===== config.mk =====
export PLATFORM = sky130hd
export DESIGN_NAME = moch_handler
export DESIGN_NICKNAME = d
export VERILOG_FILES = /design/src/shared/moch_pkg.sv /design/src/verilog/moch_handler.sv
export VERILOG_INCLUDE_DIRS = /design/src /design/src/shared
export SDC_FILE = /design/constraint.sdc
export NUM_CORES = 1
export LEC_CHECK = 0
export BUFFER_PORTS_ARGS = -buffer_cell sky130_fd_sc_hd__buf_2
export CAP_MARGIN = 0
export CELL_PAD_IN_SITES_DETAIL_PLACEMENT = 1
export CELL_PAD_IN_SITES_GLOBAL_PLACEMENT = 2
export CORE_MARGIN = 2
export CORE_UTILIZATION = 30
export DETAILED_ROUTE_END_ITERATION = 7
export PLACE_DENSITY = 0.67
export REMOVE_ABC_BUFFERS = 1
export SLEW_MARGIN = 15
export SYNTH_ARGS = -nofsm -noshare
export SYNTH_HDL_FRONTEND = slang
export SYNTH_SLANG_ARGS = --single-unit

===== constraint.sdc =====
create_clock -name hclk -period 8.8 [get_ports hclk]
set_input_delay 2.2 -clock hclk [delete_from_list [all_inputs] [get_ports hclk]]
set_output_delay 2.2 -clock hclk [all_outputs]
set_load 0.005 [all_outputs]

===== src/shared/moch_cfg.svh =====
// Offsets, reset values, limits and timing counts of the command handler.
`ifndef MOCH_CFG_SVH
`define MOCH_CFG_SVH
`define MOCH_CLK_HZ        100000000
`define MOCH_CLK_NS        10
`define MOCH_TICK_NS       1000000
`define MOCH_TICK_CYC      (`MOCH_TICK_NS / `MOCH_CLK_NS)
`define MOCH_ADDR_SETTLE_MS 15000
`define MOCH_SPAN_WIN_MS   300000
`define MOCH_PROC_MAX_MS   10000
`define MOCH_PROC_MS       2000
`define MOCH_MINUTE_MS     60000
`define MOCH_LED_PERIOD_MS 2000
`define MOCH_LED_ON_MS     150
`define MOCH_LED_GAP_MS    300
`define MOCH_ZERO_TOL_DIV  50
`define MOCH_GLITCH_CYC    16
`define MOCH_BIT_CYC_0     (`MOCH_CLK_HZ / 9600)
`define MOCH_BIT_CYC_1     (`MOCH_CLK_HZ / 19200)
`define MOCH_BIT_CYC_2     (`MOCH_CLK_HZ / 38400)
`define MOCH_BIT_CYC_3     (`MOCH_CLK_HZ / 57600)
`define MOCH_BIT_CYC_4     (`MOCH_CLK_HZ / 76800)
`define MOCH_BIT_CYC_5     (`MOCH_CLK_HZ / 115200)
`define MOCH_ADDR_MAX      127
`define MOCH_OFS_CTRL      8'h00
`define MOCH_OFS_STAT      8'h04
`define MOCH_OFS_DEVID     8'h08
`define MOCH_OFS_NETCFG    8'h0C
`define MOCH_OFS_ZREF      8'h10
`define MOCH_OFS_SVC       8'h14
`define MOCH_OFS_PASS      8'h18
`define MOCH_OFS_OBJ       8'h1C
`define MOCH_RST_MAXMASTER 7'h7F
`define MOCH_RST_MAXINFO   8'h01
`define MOCH_RST_ZREF      16'h0FA0
`define MOCH_OBJ_COUNT     12
`endif


===== src/shared/moch_pkg.sv =====
// Types shared by the command handler.
package moch_pkg;
  typedef enum logic [1:0] {P_IDLE = 2'b00, P_RUN = 2'b01, P_FAIL = 2'b10, P_DONE = 2'b11} moch_proc_t;
  typedef enum logic [1:0] {REQ_OTHER = 2'b00, REQ_WHOIS = 2'b01, REQ_READPROP = 2'b10} moch_req_t;
  typedef enum logic [1:0] {OBJ_DEVICE = 2'b00, OBJ_AIN = 2'b01, OBJ_AVAL = 2'b10, OBJ_BVAL = 2'b11} moch_obj_t;
endpackage


===== src/verilog/moch_handler.sv =====
// Serial-side command and object handler with an AHB-Lite register slave.
//
// How it works
// - Bit rate inferred from observed bus pulses.
// - Red indicator double-flashes during rate detection.
// - Lock rate after good WhoIs or ReadProperty.
// - Requests may go unanswered while detecting.
// - Detection restarts on power-up and address change.
// - Identifier is vendor prefix plus station address.
// - Written identifier persists, ignores later address changes.
// - Max master and info frames apply after reinitialize.
// - Writing one to zero object starts zero.
// - Zero fails outside two percent band, clears.
// - Zero finishes within ten seconds, one means success.
// - Writing one to span object starts span.
// - Span only within five minutes after zero.
// - Span finishes within ten seconds, one means success.
// - Restore returns zero, span, area to factory.
// - Restore finishes within ten seconds, one means success.
// - Communication control needs password, supports minutes duration.
// - Reinitialize accepts cold or warm start only.
// - Reinitialize needs the configured password.
// - Fixed object set, nothing created or deleted.
// - Objects report velocity, temperature, flow, area units.
// - Six candidate rates, eight data, no parity.
// - Station addresses above 127 flagged as error.
// - New address adopted 15 seconds after last change.
//
// Added by the designer: the address map and the AHB-Lite register port.
`timescale 1ns/1ps
`default_nettype none
`include "moch_cfg.svh"
module moch_handler
  import moch_pkg::*;
#(
  parameter int          TICK_CYCLES   = `MOCH_TICK_CYC,
  parameter int          VENDOR_PREFIX = 100, // Arbitrary neutral value.
  parameter logic [31:0] PASSWORD      = 32'h1234ABCD, // Arbitrary neutral value.
  parameter int          PROC_MS       = `MOCH_PROC_MS
) (
  // Clock and reset.
  input  wire logic        hclk,
  input  wire logic        hresetn,
  // AHB-Lite slave.
  input  wire logic        hsel,
  input  wire logic [7:0]  haddr,
  input  wire logic [1:0]  htrans,
  input  wire logic        hwrite,
  input  wire logic [2:0]  hsize,
  input  wire logic [31:0] hwdata,
  input  wire logic        hready,
  output logic      [31:0] hrdata,
  output logic             hreadyout,
  output logic             hresp,
  // Pins.
  input  wire logic        rx_pin,
  input  wire logic [7:0]  station_address_switch,
  output logic             led_red,
  // Frame decoder and measurement path.
  input  wire logic        req_done,
  input  wire logic [1:0]  req_kind,
  input  wire logic        req_ok,
  input  wire logic [15:0] velocity_now,
  output logic      [2:0]  baud_sel,
  output logic             baud_locked,
  output logic             addr_err,
  output logic      [7:0]  active_addr,
  output logic             comm_disabled,
  output logic             reinit_pulse,
  output logic             reinit_warm,
  output logic             cal_zero_pulse,
  output logic             cal_span_pulse,
  output logic             cal_restore_pulse
);

  function automatic logic [2:0] rate_of(input logic [15:0] w);
    if (w > 16'((`MOCH_BIT_CYC_0 + `MOCH_BIT_CYC_1) / 2)) rate_of = 3'h0;
    else if (w > 16'((`MOCH_BIT_CYC_1 + `MOCH_BIT_CYC_2) / 2)) rate_of = 3'h1;
    else if (w > 16'((`MOCH_BIT_CYC_2 + `MOCH_BIT_CYC_3) / 2)) rate_of = 3'h2;
    else if (w > 16'((`MOCH_BIT_CYC_3 + `MOCH_BIT_CYC_4) / 2)) rate_of = 3'h3;
    else if (w > 16'((`MOCH_BIT_CYC_4 + `MOCH_BIT_CYC_5) / 2)) rate_of = 3'h4;
    else rate_of = 3'h5;
  endfunction

  function automatic logic [7:0] obj_entry(input logic [3:0] i);
    case (i)
      4'h0:    obj_entry = {OBJ_DEVICE, 1'b0, 5'h00};
      4'h1:    obj_entry = {OBJ_AIN, 1'b0, 5'h01};
      4'h2:    obj_entry = {OBJ_AIN, 1'b1, 5'h02};
      4'h3:    obj_entry = {OBJ_AIN, 1'b0, 5'h03};
      4'h4:    obj_entry = {OBJ_AIN, 1'b1, 5'h04};
      4'h5:    obj_entry = {OBJ_AVAL, 1'b0, 5'h01};
      4'h6:    obj_entry = {OBJ_AVAL, 1'b1, 5'h02};
      4'h7:    obj_entry = {OBJ_AVAL, 1'b0, 5'h03};
      4'h8:    obj_entry = {OBJ_AVAL, 1'b1, 5'h04};
      4'h9:    obj_entry = {OBJ_BVAL, 1'b0, 5'h01};
      4'hA:    obj_entry = {OBJ_BVAL, 1'b0, 5'h02};
      4'hB:    obj_entry = {OBJ_BVAL, 1'b0, 5'h03};
      default: obj_entry = 8'h00;
    endcase
  endfunction

  logic        wr_pend;
  logic [7:0]  wr_addr;
  logic        wr_fire;
  logic        ms_tick;
  logic [16:0] tick_cnt;
  logic        rx_s1, rx_s2, rx_prev;
  logic [7:0]  sw_s1, sw_s2, sw_prev;
  logic [15:0] run_w, min_w;
  logic        addr_adopt, settle_busy;
  logic [1:0]  boot;
  logic [13:0] settle_ms;
  logic [21:0] dev_id, id_written;
  logic        id_explicit;
  logic [6:0]  mm_pend, mm_eff;
  logic [7:0]  mi_pend, mi_eff;
  logic [15:0] zref;
  logic [18:0] zwin;
  logic [31:0] pass_try;
  logic        svc_ok, svc_err;
  logic [7:0]  dcc_min;
  logic [15:0] min_ms;
  logic [3:0]  obj_idx;
  logic [10:0] led_ms;
  logic [2:0]  pv, start_req, start_ok, done_p;
  logic [21:0] band;
  logic        pass_ok, svc_wr;

  assign wr_fire  = wr_pend;
  assign svc_wr   = wr_fire && wr_addr == `MOCH_OFS_SVC;
  assign pass_ok  = pass_try == PASSWORD;
  assign band     = 22'(velocity_now > zref ? velocity_now - zref : zref - velocity_now) * 22'(`MOCH_ZERO_TOL_DIV);
  assign start_ok = {1'b1, zwin != 19'h0, band <= 22'(zref)};

  ////////////////////////////////////////////////////////////////////////////
  // Bus slave: zero wait states, read data captured at the address phase.

  always_ff @(posedge hclk or negedge hresetn) begin
    if (!hresetn) begin
      wr_pend   <= 1'b0;
      wr_addr   <= 8'h00;
      hrdata    <= 32'h0000_0000;
      hreadyout <= 1'b0;
      hresp     <= 1'b0;
    end else begin
      hreadyout <= 1'b1;
      hresp     <= 1'b0;
      wr_pend   <= hsel && hready && htrans[1] && hwrite;
      wr_addr   <= {haddr[7:2], 2'b00};
      if (hsel && hready && htrans[1] && !hwrite) begin
        case ({haddr[7:2], 2'b00})
          `MOCH_OFS_CTRL:   hrdata <= {29'h0, pv};
          `MOCH_OFS_STAT:   hrdata <= {12'h0, svc_err, svc_ok, comm_disabled, zwin != 19'h0, active_addr,
                                       1'b0, baud_sel, addr_err, settle_busy, id_explicit, baud_locked};
          `MOCH_OFS_DEVID:  hrdata <= {10'h0, dev_id};
          `MOCH_OFS_NETCFG: hrdata <= {mi_eff, 1'b0, mm_eff, mi_pend, 1'b0, mm_pend};
          `MOCH_OFS_ZREF:   hrdata <= {16'h0, zref};
          `MOCH_OFS_SVC:    hrdata <= {24'h0, dcc_min};
          `MOCH_OFS_OBJ:    hrdata <= {20'h0, obj_idx, obj_entry(obj_idx)};
          default:          hrdata <= 32'h0000_0000;
        endcase
      end
    end
  end

  ////////////////////////////////////////////////////////////////////////////
  // Millisecond tick and pin synchronisers.

  always_ff @(posedge hclk or negedge hresetn) begin
    if (!hresetn) begin
      tick_cnt <= 17'h0;
      ms_tick  <= 1'b0;
    end else begin
      ms_tick  <= tick_cnt == 17'(TICK_CYCLES - 1);
      tick_cnt <= tick_cnt == 17'(TICK_CYCLES - 1) ? 17'h0 : tick_cnt + 17'h1;
    end
  end

  always_ff @(posedge hclk or negedge hresetn) begin
    if (!hresetn) begin
      rx_s1 <= 1'b1;
      rx_s2 <= 1'b1;
      sw_s1 <= 8'h00;
      sw_s2 <= 8'h00;
    end else begin
      rx_s1 <= rx_pin;
      rx_s2 <= rx_s1;
      sw_s1 <= station_address_switch;
      sw_s2 <= sw_s1;
    end
  end

  ////////////////////////////////////////////////////////////////////////////
  // Station address settling, range check and identifier.

  always_ff @(posedge hclk or negedge hresetn) begin
    if (!hresetn) begin
      boot        <= 2'h0;
      sw_prev     <= 8'h00;
      settle_ms   <= 14'h0;
      settle_busy <= 1'b0;
      addr_adopt  <= 1'b0;
      active_addr <= 8'h00;
      addr_err    <= 1'b0;
    end else begin
      addr_adopt <= 1'b0;
      sw_prev    <= sw_s2;
      if (boot != 2'h3) begin
        boot <= boot + 2'h1;
        if (boot == 2'h2) begin
          addr_adopt <= 1'b1;
        end
      end else if (sw_s2 != sw_prev) begin
        settle_busy <= 1'b1;
        settle_ms   <= 14'h0;
      end else if (settle_busy && ms_tick) begin
        settle_ms <= settle_ms + 14'h1;
        if (settle_ms == 14'(`MOCH_ADDR_SETTLE_MS - 1)) begin
          settle_busy <= 1'b0;
          addr_adopt  <= 1'b1;
        end
      end
      if (addr_adopt) begin
        active_addr <= sw_prev;
        addr_err    <= sw_prev > 8'(`MOCH_ADDR_MAX);
      end
    end
  end

  // The written identifier models persistent storage; only a full reset clears it.
  always_ff @(posedge hclk or negedge hresetn) begin
    if (!hresetn) begin
      id_explicit <= 1'b0;
      id_written  <= 22'h0;
      dev_id      <= 22'h0;
    end else begin
      if (wr_fire && wr_addr == `MOCH_OFS_DEVID) begin
        id_explicit <= 1'b1;
        id_written  <= hwdata[21:0];
      end
      dev_id <= id_explicit ? id_written : 22'(VENDOR_PREFIX * 1000) + 22'(active_addr);
    end
  end

  // Pending values reach the live copy only at an accepted reinitialize; reset loads both copies with the defaults.
  always_ff @(posedge hclk or negedge hresetn) begin
    if (!hresetn) begin
      mm_pend <= `MOCH_RST_MAXMASTER;
      mi_pend <= `MOCH_RST_MAXINFO;
      mm_eff  <= `MOCH_RST_MAXMASTER;
      mi_eff  <= `MOCH_RST_MAXINFO;
    end else begin
      if (wr_fire && wr_addr == `MOCH_OFS_NETCFG) begin
        mm_pend <= hwdata[6:0];
        mi_pend <= hwdata[15:8];
      end
      if (reinit_pulse) begin
        mm_eff <= mm_pend;
        mi_eff <= mi_pend;
      end
    end
  end

  ////////////////////////////////////////////////////////////////////////////
  // Rate detection from the shortest clean pulse seen on the line.

  always_ff @(posedge hclk or negedge hresetn) begin
    if (!hresetn) begin
      rx_prev     <= 1'b1;
      run_w       <= 16'h0;
      min_w       <= 16'hFFFF;
      baud_sel    <= 3'h0;
      baud_locked <= 1'b0;
    end else begin
      rx_prev <= rx_s2;
      run_w   <= rx_s2 != rx_prev ? 16'h1 : (run_w == 16'hFFFF ? run_w : run_w + 16'h1);
      if (addr_adopt) begin
        min_w       <= 16'hFFFF;
        baud_locked <= 1'b0;
      end else if (!baud_locked) begin
        if (rx_s2 != rx_prev && run_w >= 16'(`MOCH_GLITCH_CYC) && run_w < min_w) begin
          min_w <= run_w;
        end
        baud_sel <= rate_of(min_w);
        // Until lock the decoder may drop frames; the master keeps retrying.
        if (req_done && req_ok && min_w != 16'hFFFF && !addr_err
            && (req_kind == REQ_WHOIS || req_kind == REQ_READPROP)) begin
          baud_locked <= 1'b1;
        end
      end
    end
  end

  always_ff @(posedge hclk or negedge hresetn) begin
    if (!hresetn) begin
      led_ms  <= 11'h0;
      led_red <= 1'b0;
    end else begin
      if (ms_tick) begin
        led_ms <= led_ms == 11'(`MOCH_LED_PERIOD_MS - 1) ? 11'h0 : led_ms + 11'h1;
      end
      led_red <= (led_ms < 11'(`MOCH_LED_ON_MS))
              || (!addr_err && !baud_locked && led_ms >= 11'(`MOCH_LED_GAP_MS)
                  && led_ms < 11'(`MOCH_LED_GAP_MS + `MOCH_LED_ON_MS));
      if (baud_locked && !addr_err) begin
        led_red <= 1'b0;
      end
    end
  end

  ////////////////////////////////////////////////////////////////////////////
  // Zero, span and restore procedures, one per command object.

  for (genvar i = 0; i < 3; i++) begin : g_proc
    moch_proc_t  st;
    logic [13:0] run_ms;
    assign start_req[i] = wr_fire && wr_addr == `MOCH_OFS_CTRL && hwdata[i] && st != P_RUN && st != P_FAIL;
    assign pv[i]        = st != P_IDLE;
    assign done_p[i]    = st == P_RUN && ms_tick && run_ms == 14'(PROC_MS - 1);
    always_ff @(posedge hclk or negedge hresetn) begin
      if (!hresetn) begin
        st     <= P_IDLE;
        run_ms <= 14'h0;
      end else begin
        unique case (st)
          P_IDLE, P_DONE: begin
            if (start_req[i]) begin
              st     <= start_ok[i] ? P_RUN : P_FAIL;
              run_ms <= 14'h0;
            end else if (wr_fire && wr_addr == `MOCH_OFS_CTRL && !hwdata[i]) begin
              st <= P_IDLE;
            end
          end
          P_RUN: begin
            if (ms_tick) begin
              run_ms <= run_ms + 14'h1;
            end
            if (done_p[i]) begin
              st <= P_DONE;
            end
          end
          P_FAIL: st <= P_IDLE;
        endcase
      end
    end
  end

  always_ff @(posedge hclk or negedge hresetn) begin
    if (!hresetn) begin
      zref              <= `MOCH_RST_ZREF;
      zwin              <= 19'h0;
      cal_zero_pulse    <= 1'b0;
      cal_span_pulse    <= 1'b0;
      cal_restore_pulse <= 1'b0;
    end else begin
      cal_zero_pulse    <= done_p[0];
      cal_span_pulse    <= done_p[1];
      cal_restore_pulse <= done_p[2];
      if (done_p[0]) begin
        zwin <= 19'(`MOCH_SPAN_WIN_MS);
      end else if (done_p[2]) begin
        zwin <= 19'h0;
      end else if (ms_tick && zwin != 19'h0) begin
        zwin <= zwin - 19'h1;
      end
      if (done_p[1]) begin
        zref <= velocity_now;
      end else if (done_p[2]) begin
        zref <= `MOCH_RST_ZREF;
      end
    end
  end

  ////////////////////////////////////////////////////////////////////////////
  // Password-gated services.

  always_ff @(posedge hclk or negedge hresetn) begin
    if (!hresetn) begin
      pass_try      <= 32'h0000_0000;
      obj_idx       <= 4'h0;
      svc_ok        <= 1'b0;
      svc_err       <= 1'b0;
      comm_disabled <= 1'b0;
      dcc_min       <= 8'h00;
      min_ms        <= 16'h0;
      reinit_pulse  <= 1'b0;
      reinit_warm   <= 1'b0;
    end else begin
      reinit_pulse <= 1'b0;
      if (wr_fire && wr_addr == `MOCH_OFS_PASS) begin
        pass_try <= hwdata;
      end
      if (wr_fire && wr_addr == `MOCH_OFS_OBJ) begin
        obj_idx <= hwdata[3:0] < 4'(`MOCH_OBJ_COUNT) ? hwdata[3:0] : 4'h0;
      end
      if (comm_disabled && dcc_min != 8'h00 && ms_tick) begin
        min_ms <= min_ms == 16'(`MOCH_MINUTE_MS - 1) ? 16'h0 : min_ms + 16'h1;
        if (min_ms == 16'(`MOCH_MINUTE_MS - 1)) begin
          dcc_min <= dcc_min - 8'h01;
          if (dcc_min == 8'h01) begin
            comm_disabled <= 1'b0;
          end
        end
      end
      if (svc_wr) begin
        svc_ok  <= 1'b0;
        svc_err <= 1'b1;
        if (pass_ok && !hwdata[0] && hwdata[3:1] <= 3'h1) begin
          svc_ok        <= 1'b1;
          svc_err       <= 1'b0;
          comm_disabled <= hwdata[1];
          dcc_min       <= hwdata[1] ? hwdata[15:8] : 8'h00;
          min_ms        <= 16'h0;
        end
        if (pass_ok && hwdata[0] && hwdata[3:1] <= 3'h1) begin
          svc_ok       <= 1'b1;
          svc_err      <= 1'b0;
          reinit_pulse <= 1'b1;
          reinit_warm  <= hwdata[1];
        end
      end
    end
  end
endmodule
`default_nettype wire

-- Word-level counts from Yosys, hierarchy flattened
Memory sizes are Yosys's and may differ from the RTL's.
Index checks and enable logic that the tools add are counted.
- add/subtract/negate cells: 14
- multipliers: 1
- $lt $le $gt $ge: 15
- equal/unequal tests: 57
- muxes and demuxes: 78
- bitwise operators: 3
- reductions and logical operators: 86
- operators with widths (kind ; count):
    32-bit case mux with 7 select lines ; 1
    16-bit 2-to-1 mux ; 11
    14-bit 2-to-1 mux ; 8
    14-bit case mux with 2 select lines ; 3
    19-bit 2-to-1 mux ; 3
    14-bit by 1-bit adder with 14-bit output (second input constant) ; 4
    1-bit logical AND ; 46
    22-bit 2-to-1 mux ; 2
    14-bit by 11-bit == test with 1-bit output (second input constant) ; 3
    8-bit 2-to-1 mux ; 5
    6-bit by 3-bit == test with 1-bit output (second input constant) ; 6
    16-bit by 16-bit subtractor with 17-bit output ; 2
    16-bit by 1-bit adder with 16-bit output (second input constant) ; 2
    16-bit == test (second input constant) ; 2
    32-bit by 29-bit == test with 1-bit output (second input constant) ; 1
    16-bit by 11-bit > comparator with 1-bit output (second input constant) ; 2
    16-bit by 12-bit > comparator with 1-bit output (second input constant) ; 2
    2-bit != test (second input constant) ; 13
    6-bit by 2-bit == test with 1-bit output (second input constant) ; 4
    1-bit 2-to-1 mux ; 24
    22-bit by 16-bit less-or-equal comparator with 1-bit output ; 1
    22-bit by 5-bit multiplier with 21-bit output (second input constant) ; 1
    2-bit 2-to-1 mux ; 11
    2-bit nonzero test ; 10
    other kinds (45) ; 87
- flip-flop bits (word level): 386
- ROM bits: 96
- input port bits: 79
- output and inout port bits: 54
- word-level logic and storage cells: 306
- memories: 1
- memories (memory ; words ; width ; rd ports ; clocked after Yosys merged registers in ; wr ports ; line ; text):
    (no name shown) ; 16 ; 6 ; 1 ; 0 ; 0 ; moch_handler.sv:86 ; case (i)

-- Logic depth before layout (Yosys ltp)
Gate-level depths: netlist of the first run.
- word-level depth: 7
- depth in mapped cells: 34
- mapped depth without buffers: 31

-- Least setup slack after synthesis of the first run
OpenSTA, ideal clock, no wires.
- path kind: input to register
- start point: in velocity_now[10]
- end point: reg g_proc[0].st[1]
- setup time: 124 ps
- data arrival time: 8132 ps
- setup slack: 544 ps
- stages: 33
- cells stage by stage: inv_1 > ha_1 > buf_6 > a21o_1 > a21o_1 > a2111oi_4 > o31ai_4 > nand2_4 > buf_4 > buf_2 > nor3_1 > a21oi_1 > xor2_1 > ha_1 > ha_1 > inv_1 > fa_1 > inv_1 > ha_1 > o21ai_0 > o21a_1 > o21ai_0 > a21o_1 > a21oi_1 > xnor2_1 > ha_1 > nand4_1 > nor4_1 > nand4_1 > o21ai_0 > and3_1 > o221ai_1 > o31a_1
- longest elaborated chain between the ends: 7
- elaborated cells on any way between the ends: 9
- RTL lines (what ; line ; text):
    start, declared ; moch_handler.sv:63 ; input wire logic [15:0] velocity_now,
    16-bit by 16-bit subtractor with 17-bit output or 16-bit > comparator (tied branches) ; moch_handler.sv:133 ; assign band = 22'(velocity_now > zref ? velocity_now - zref : zref - velocity_now) * 22'(`MOCH_ZERO_TOL_DIV);
    22-bit 2-to-1 mux * ; moch_handler.sv:133 ;
    22-bit by 5-bit multiplier with 21-bit output * ; moch_handler.sv:133 ;
    22-bit by 16-bit less-or-equal comparator with 1-bit output * ; moch_handler.sv:134 ; assign start_ok = {1'b1, zwin != 19'h0, band <= 22'(zref)};
    2-bit 2-to-1 mux * ; moch_handler.sv:329 ; st <= start_ok[i] ? P_RUN : P_FAIL;
    2-bit 2-to-1 mux * ; moch_handler.sv:328 ; if (start_req[i]) begin
    2-bit case mux with 3 select lines * ; moch_handler.sv:326 ; unique case (st)
    end signal, assigned ; moch_handler.sv:329 ;
    end, declared ; moch_handler.sv:316 ; moch_proc_t st;
Every way passes the cells marked *; elsewhere a longest branch is shown, timed or not.
A chain may end at the register's enable or synchronous reset.

-- Final worst setup path of the first run
Same ends and word-level chain as after synthesis.

==> results.md, run 1 <==
* Chip width at 268 um
* DRC viols at 0
* Die ar. at 71,700 sq um
* Number of synthesized flops with an enable pin at 0
* # setup viols final at 0
* First-pass DRT Iterations at 5
* Area growth, synth to finish at 17.7%
* Final Hold Viols at 0
* Antenna Nets Post-Route at 0
* RD Place Congestion at 0.832
* Crit-path slowest cell: fa_1
* Proportion of synthesized area in mux cells at 6.62%
* Critical path's largest stage delay at 530 ps
* Ys Warns at 0
* Clock Latency Late Sink at 580 ps
* CP required at 9260 ps
* Most frequent cells in the layout: dfrtp_1 (344), nor2_1 (184), nand2_1 (150)
* Setup repair bufs after CTS at 0
* Antenna violations before repair at 7
* Synth Area in Compound Gates at 11.3%
* Overflow left after global routing at 0
* Crit path kind: input port to flip-flop
* Post-synthesis xor/xnor area fraction at 6.50%
* # fillers at 7,778
* Area of the multi-input gates at 10,400 sq um
* Number of global-route vias before repair at 17,100
* CTS tree: yes
* Seq cells post-synth at 385
* Worst rel slew slack at 19.0%
* I/O pins at 133
* Post-synthesis cell area at 20,900 sq um
* NumNets Final at 2,446
* Total routed wirelength at 60.9 mm
* I/O Buffers at 124
* Clk buf depth at 3
* Share of post-route cells with drive strength above 1 at 19.8%
* Least-Margin Pin Slew at 1210 ps
* Via Count at 15,700
* CTS clk-pin slew, worst paths at 60 ps
* Syn Inst Count at 2,039
* R2R Path Start: zref[9]
* Min Tclk post-route at 8350 ps
* Setup ws final at 451 ps
* Largest family of logic cells by synthesized area: simple AND/OR/NAND/NOR gates
* Reg area at 9690 sq um
* GRT Total Usage at 17.3%
* Crit path from: velocity_now[10]
* Unique masters post-synth at 85
* Syn Area/Cell at 10.2 sq um
* Power per cell area at 209 nW/um^2
* Post-synth ARST share at 100%
* WP data arrival at 8810 ps
* First-pass GRT wire length at 96.9 mm
* Main synth FF type: dfrtp_1
* # hold bufs at CTS at 0
* Placed cell count at 3,098
* Dpl ws at -301 ps
* Period utilization at 94.9%
* Post-synthesis adder-cell area fraction at 9.76%
* LEAKAGE at 11.5 nW
* Vias per std cell at 4.95
* Register area share after synthesis at 46.4%
* Die Height at 268 um
* Post-cts resize count at 0
* Cell taking the most area after synthesis: dfrtp_1
* Row cnt at 96
* Critical path buffers and inverters at 6
* Hpwl dp at 45.7 mm
* Simple-gate share of the synthesized area at 15.5%
* Worst Hold Class: flip-flop to flip-flop
* Crit path max fanout at 16
* Diodes inserted at 0
* Max-slew violations at 0
* CTS H-Tree Depth at 2
* Reg2Reg Setup Slack at 1770 ps
* Routed length per instance at 19.1 um
* Most common cell after layout, fill and taps aside: dfrtp_1
* Initial DRC Count at 772
* Clock root buffer: clkbuf_16
* Total power at 0.00514 W
* Maxcap violations at 0
* Run status: completed
* Area contributors post-synth: dfrtp_1 (41%), ha_1 (8.0%), mux2_2 (5.7%)
* CP Capture Type: flip-flop
* Clock skew at 22.3 ps
* RSZ-0062 raised after global routing: false
* Hold wc startpoint: sw_s1[1]
* Non-Filler Instances at 3,182
* Clk sinks at 385
* CP Launch Type: input port
* CORE AREA at 68,700 sq um
* VDD IR max at 133 uV
* TritonCTS buffer count at 46
* CP most frequent cell: ha_1
* Initial Util at 30.4%
* Largest net degree at the start of global routing at 159
* F_max at 120 MHz
* Post-synth top area share at 41.2%
* Crit path max-delay family: compound AO/OA/AOI/OAI gates
==> through the flow <==
step / hold slack (ps) / util [%] / TNS [ps] / instance area (sq um)
floorplan: 331 / - / 0 / 20600
global placement: 334 / 33.5 / -405 / 23000
detailed placement: 336 / 33.5 / -523 / 23000
CTS: 350 / 35.7 / 0 / 24600
global route: 353 / 35.8 / 0 / 24600
finish: 347 / 35.8 / 0 / 24600
==> flip-flops by register name, summed over array words and instances (netlist names), 16 cells and up <==
signal and flops:
zref 16, zwin 19, run_w 16, pass_try 32, g_proc.run_ms 42, min_ms 16, hrdata 31, id_written 22
dev_id 22, min_w 16, tick_cnt 17
==> final timing paths <==
check | cells past startpoint | to
max | 30 | g_proc[0].st[1]
min | 0 | sw_s2[1]
max reg2reg | 29 | g_proc[0].st[1]
min reg2reg | 0 | sw_s2[1]
max in group asynchronous | 2 | pass_try[29]
min in group asynchronous | 1 | run_w[12]
==> Yosys cell counts (all sizes together) (23+ instances only) <==
master	number
a21oi	89
a31oi	23
clkbuf	53
dfrtp	344
dfstp	41
ha	134
inv	138
mux2	105
nand2	151
nand3	83
nand4	35
nor2	186
nor3	43
o21ai	115
xnor2	64
xor2	91
==> final cells by class <==
type,count,share of cell area [%]
clock inverter,22,1.32
sequential,385,39.4
clock buffer,62,5.10
timing repair buffer,196,4.87
inverter,139,2.12
tap,931,4.74
multi-input combinational,1447,42.4
==> logic make-up (layout without fill, tap and decap cells) <==
family          Yosys count  in the layout
compound gates          360            360
xor+xnor                155            155
fa+ha+maj               152            152
buf+inv                 208            419
flops                   385            385
mux                     122            122
other cells               2              3
simple gates            655            655
==> power breakdown <==
group | internal, W | leakage (nW) | switching, W | total [W]
Clock | 0.00123 | 0.774 | 0.000777 | 0.00201
Sequential | 0.00187 | 4.81 | 0.000100 | 0.00197
Combinational | 0.000489 | 5.90 | 0.000667 | 0.00116
Total | 0.00360 | 11.5 | 0.00154 | 0.00514
==> per-layer routing <==
metal  up-vias  global-route usage [%]  routed length [um]  share of wire, %
li1       7492                       -                   -                 -
met3        83                    2.49                1910               3.1
met5         -                       0                  34             0.056
met2       179                    29.7               29600                49
met4         6                    4.26                1300               2.1
met1      7984                    22.8               28100                46
==> worst register-to-register path, delay by kind of cell, from the launching register on <==
| family | cells | cell delay [ps] |
|---|---|---|
| compound gates | 9 | 2230 |
| xor+xnor | 2 | 440 |
| fa+ha+maj | 6 | 2000 |
| buf+inv | 5 | 650 |
| flops | 1 | 550 |
| mux | 1 | 130 |
| simple gates | 6 | 940 |
No activity file was read; power rests on OpenSTA's default activity.
==> run 2, diff against run 1 <==
- BUFFER_PORTS_ARGS: -buffer_cell sky130_fd_sc_hd__buf_2 -> -buffer_cell sky130_fd_sc_hd__buf_4
==> results.md, run 2 (synthesized netlist as in run 1, its figures left out) <==
* Run status: completed
* # setup viols final at 0
* Critical path's largest stage delay at 530 ps
* Cells on worst reg2reg path at 32
* Vias per std cell at 4.98
* Reg2Reg Setup Slack at 1740 ps
* Clock Latency Late Sink at 580 ps
* Cell internal pwr at 0.00370 W
* Crit path max fanout at 10
* Design Area, Final at 25,000 sq um
* CP endpoint: g_proc[0].st[1]
* VDD IR max at 144 uV
* CP Capture Type: flip-flop
* Least-Margin Pin Slew at 1120 ps
* # hold bufs at CTS at 0
* Period utilization at 94.7%
* Die ar. at 71,700 sq um
* Area of the multi-input gates at 10,400 sq um
* Total routed wirelength at 62.1 mm
* Antenna violations before repair at 0
* Most frequent cells in the layout: dfrtp_1 (344), buf_4 (194), nor2_1 (184)
* Maxcap violations at 0
* R2R Path Start: zref[9]
* I/O pins at 133
* Crit path kind: input port to flip-flop
* Hold wc startpoint: sw_s1[1]
* Gate power share at 22.4%
* Area growth, synth to finish at 19.5%
* RR Endpoint: g_proc[0].st[1]
* Antenna Nets Post-Route at 0
* Final Hold Viols at 0
* Chip width at 268 um
* DRC viols at 0
* RSZ-0062 raised after global routing: false
* Hpwl dp at 46.4 mm
* Via Count at 15,800
* # fillers at 7,742
* Die Height at 268 um
* Routed length per instance at 19.5 um
* RD Place Congestion at 0.848
* Reg area at 9690 sq um
* CP required at 9270 ps
* Share of post-route cells with drive strength above 1 at 19.9%
* Clock root buffer: clkbuf_16
* GRT Total Usage at 17.7%
* CP Launch Type: input port
* Number of global-route vias before repair at 17,200
* Overflow left after global routing at 0
* Power per cell area at 210 nW/um^2
* I/O Buffers at 124
* Worst Hold Slack at 351 ps
* Max-slew violations at 0
* Worst rel slew slack at 25.1%
* Setup repair bufs after CTS at 0
* Clock power share at 40.0%
* Clk buf depth at 3
* Initial DRC Count at 699
* Largest net degree at the start of global routing at 159
* Most flop-heavy register: g_proc.run_ms
* Sw Ratio at 29.6%
* Worst Hold Class: flip-flop to flip-flop
* WP data arrival at 8800 ps
* CTS tree: yes
* Clock skew at 16.1 ps
* Max reg flops at 42
* Row cnt at 96
* Diodes inserted at 0
* CTS clk-pin slew, worst paths at 60 ps
* NumNets Final at 2,446
* First-pass GRT wire length at 99.2 mm
* Post-cts resize count at 0
* Placed instance area at 23,300 sq um
* LEAKAGE at 11.6 nW
* CP most frequent cell: ha_1
* Crit path from: velocity_now[10]
* Min Tclk post-route at 8330 ps
* CORE AREA at 68,700 sq um
* TritonCTS buffer count at 45
* Psw at 0.00155 W
* Crit-path slowest cell: fa_1
* F_max at 120 MHz
* Setup_tns at 0 ps
* CTS H-Tree Depth at 2
* Initial Util at 30.4%
* First-pass DRT Iterations at 7
* Sequential Power Share at 37.6%
* Clk sinks at 385
* Largest registers: g_proc.run_ms (42), pass_try (32), hrdata (31)
* Most common cell after layout, fill and taps aside: dfrtp_1
[run 2: cell count changes in the layout (fill, tap and decap cells not counted), moves of 2 or more]
cell	delta
buf_2	-123
clkinvlp_4	+4
bufinv_16	+2
clkinv_2	-6
clkbuf_1	-3
clkbuf_8	+3
buf_4	+124
[run 2: layer usage]
metal	global-route usage, %	routed length (um)	up-vias
met5	0	0	-
met4	5.22	1650	0
met3	2.33	1480	84
met2	29.9	30200	165
met1	23.5	28800	8089
li1	-	-	7505
[run 2: area by class of cell]
| type | count | share of cell area [%] |
|---|---|---|
| clock buffers | 62 | 5.14 |
| clock inverters | 21 | 1.50 |
| flip-flops and latches | 385 | 38.8 |
| multi-input cells | 1447 | 41.7 |
| inverters | 139 | 2.09 |
| repair buffers | 197 | 6.06 |
| well taps | 931 | 4.67 |
[run 2: worst min-delay path by stage]
stage	endpoint	slack, ps	depth (start not counted)
2_1_floorplan	sw_s2[0]	330	0
5_1_grt	sw_s2[3]	350	0
6_report	sw_s2[1]	350	0
3_5_place_dp	sw_s2[3]	340	0
4_1_cts	sw_s2[3]	350	0
3_3_place_gp	sw_s2[3]	330	0
[run 2: through the flow]
step,instances,total power (W),utilization [%],setup slack (ps)
global placement,3099,0.00313,33.9,-133
floorplan,1971,0.00271,-,756
detailed placement,3099,0.00318,33.9,-253
CTS,3182,0.00534,36.3,342
finish,3182,0.00525,36.3,469
global route,3182,0.00556,36.3,89.7
[run 2: worst max-delay path, delay by kind of cell]
kind | cells | cell delay (ps)
compound gates | 14 | 2880
xor+xnor | 2 | 460
fa+ha+maj | 6 | 2010
buf+inv | 7 | 710
simple gates | 4 | 530
[run 2: power groups by stage]
stage	Clock (W)	Combinational (W)	Sequential (W)
after floorplan	0	0.000740	0.00197
after global placement	0	0.00113	0.00200
after detailed placement	0	0.00118	0.00201
after CTS	0.00217	0.00119	0.00198
after global routing	0.00224	0.00133	0.00199
final	0.00210	0.00117	0.00198
==> run 3, diff against run 2 <==
- SLEW_MARGIN: 15 -> not set
- clock period: 8.8 -> 10.7 ns (I/O delays scaled with it)
==> results.md, run 3 (synthesized netlist as in run 1, its figures left out) <==
* RD Place Congestion at 0.827
* CTS H-Tree Depth at 2
* Setup ws final at 1470 ps
* First-pass GRT wire length at 97.9 mm
* CP Capture Type: flip-flop
* Crit path kind: input port to flip-flop
* First-pass DRT Iterations at 5
* Max-slew violations at 0
* Reg2Reg Setup Slack at 3290 ps
* CP required at 11,160 ps
* Clk sinks at 385
* Vias per std cell at 4.99
* Min Tclk post-route at 9230 ps
* Least-Margin Pin Slew at 1230 ps
* Clock root buffer: clkbuf_16
* Via Count at 15,600
* Initial DRC Count at 830
* Post-cts resize count at 0
* Antenna violations before repair at 3
* Die ar. at 71,700 sq um
* Dpl ws at 811 ps
* # setup viols final at 0
* Total routed wirelength at 61.3 mm
* VDD IR max at 91.4 uV
* RR Endpoint: g_proc[0].st[1]
* # fillers at 7,766
* Initial Util at 30.4%
* CP most frequent cell: ha_1
* Antenna Nets Post-Route at 0
* Hold Path Cell Cnt at 0
* Maxcap violations at 0
* Period utilization at 86.2%
* Crit-path slowest cell: ha_1
* R2R Path Start: zref[13]
* Total power at 0.00414 W
* Diodes inserted at 0
* Crit path max fanout at 25
* Run status: completed
* I/O pins at 133
* Most flop-heavy register: g_proc.run_ms
* LEAKAGE at 11.3 nW
* Area growth, synth to finish at 16.9%
* Area of the multi-input gates at 10,400 sq um
* Largest registers: g_proc.run_ms (42), pass_try (32), hrdata (31)
* Share of post-route cells with drive strength above 1 at 17.8%
* Worst Hold Slack at 346 ps
* TritonCTS buffer count at 45
* Clock Latency Late Sink at 580 ps
* WP data arrival at 9690 ps
* Most common cell after layout, fill and taps aside: dfrtp_1
* Most frequent cells in the layout: dfrtp_1 (344), nor2_1 (184), nand2_1 (150)
* CTS tree: yes
* GRT Total Usage at 17.4%
* NumNets Final at 2,386
* DRC viols at 0
* CP Launch Type: input port
* Setup repair bufs after CTS at 0
* Routed length per instance at 19.6 um
* Number of global-route vias before repair at 17,000
* F_max at 108 MHz
* Setup_tns at 0 ps
* I/O Buffers at 124
* Row cnt at 96
* Chip width at 268 um
* Overflow left after global routing at 0
* CORE AREA at 68,700 sq um
* Final core utilization at 35.5%
* Power per cell area at 170 nW/um^2
* Critical path's largest stage delay at 550 ps
* Largest net degree at the start of global routing at 126
* Final Hold Viols at 0
* Hpwl dp at 45.6 mm
* Worst Hold Class: flip-flop to flip-flop
* Max reg flops at 42
* # hold bufs at CTS at 0
* Cells on worst reg2reg path at 28
* Clock skew at 14.0 ps
* Worst rel slew slack at 17.8%
* Die Height at 268 um
* Min-Delay Endpoint: sw_s2[2]
* Hold wc startpoint: sw_s1[2]
* Reg area at 9690 sq um
* RSZ-0062 raised after global routing: false
* Clk buf depth at 3
* CTS clk-pin slew, worst paths at 60 ps
run 3: cell count changes in the layout (fill, tap and decap cells not counted), sizes merged:
| cell | delta |
|---|---|
| bufinv | -7 |
| clkinvlp | -4 |
| clkinv | +1 |
| clkbuf | +10 |
| buf | -60 |
| inv | -1 |
run 3: worst max-delay path by stage:
stage / startpoint / to / slack, ps
after floorplan: velocity_now[12] / g_proc[0].st[1] / 2180
after global placement: velocity_now[12] / g_proc[0].st[1] / 890
final: velocity_now[12] / g_proc[0].st[1] / 1470
after detailed placement: velocity_now[12] / g_proc[0].st[1] / 810
after global routing: velocity_now[12] / g_proc[0].st[1] / 910
after CTS: velocity_now[12] / g_proc[0].st[1] / 1400
run 3: cell type report:
| cell class | instances | area share (%) |
|---|---|---|
| sequential | 385 | 39.7 |
| multi-input combinational | 1447 | 42.7 |
| tap | 931 | 4.77 |
| inverter | 139 | 2.14 |
| clock buffer | 72 | 5.85 |
| clock inverter | 10 | 0.600 |
| timing repair buffer | 137 | 4.30 |
run 3: worst max-delay path, delay by kind of cell:
kind            cells  cell delay, ps
xor+xnor            2             490
compound gates     10            2280
simple gates        8            1680
buf+inv             4             250
fa+ha+maj           6            2310
run 3: power by group:
group | leakage [nW] | internal, W | switching, W
clock network | 0.776 | 0.000986 | 0.000637
registers | 4.81 | 0.00154 | 0.0000823
logic | 5.70 | 0.000363 | 0.000530
total | 11.3 | 0.00289 | 0.00125
run 3: metrics by stage:
stage	cells	cell area, sq um
global placement	3039	22800
detailed placement	3039	22800
CTS	3121	24400
floorplan	1971	20600
global route	3121	24400
finish	3121	24400
run 3: per-layer routing:
metal  vias to the layer above  share of wire (%)  track usage [%]
met5                         -              0.026                0
met2                       186                 48             29.8
li1                       7382                  -                -
met4                         2                2.5             4.74
met3                        91                3.0             2.61
met1                      7918                 46             23.0
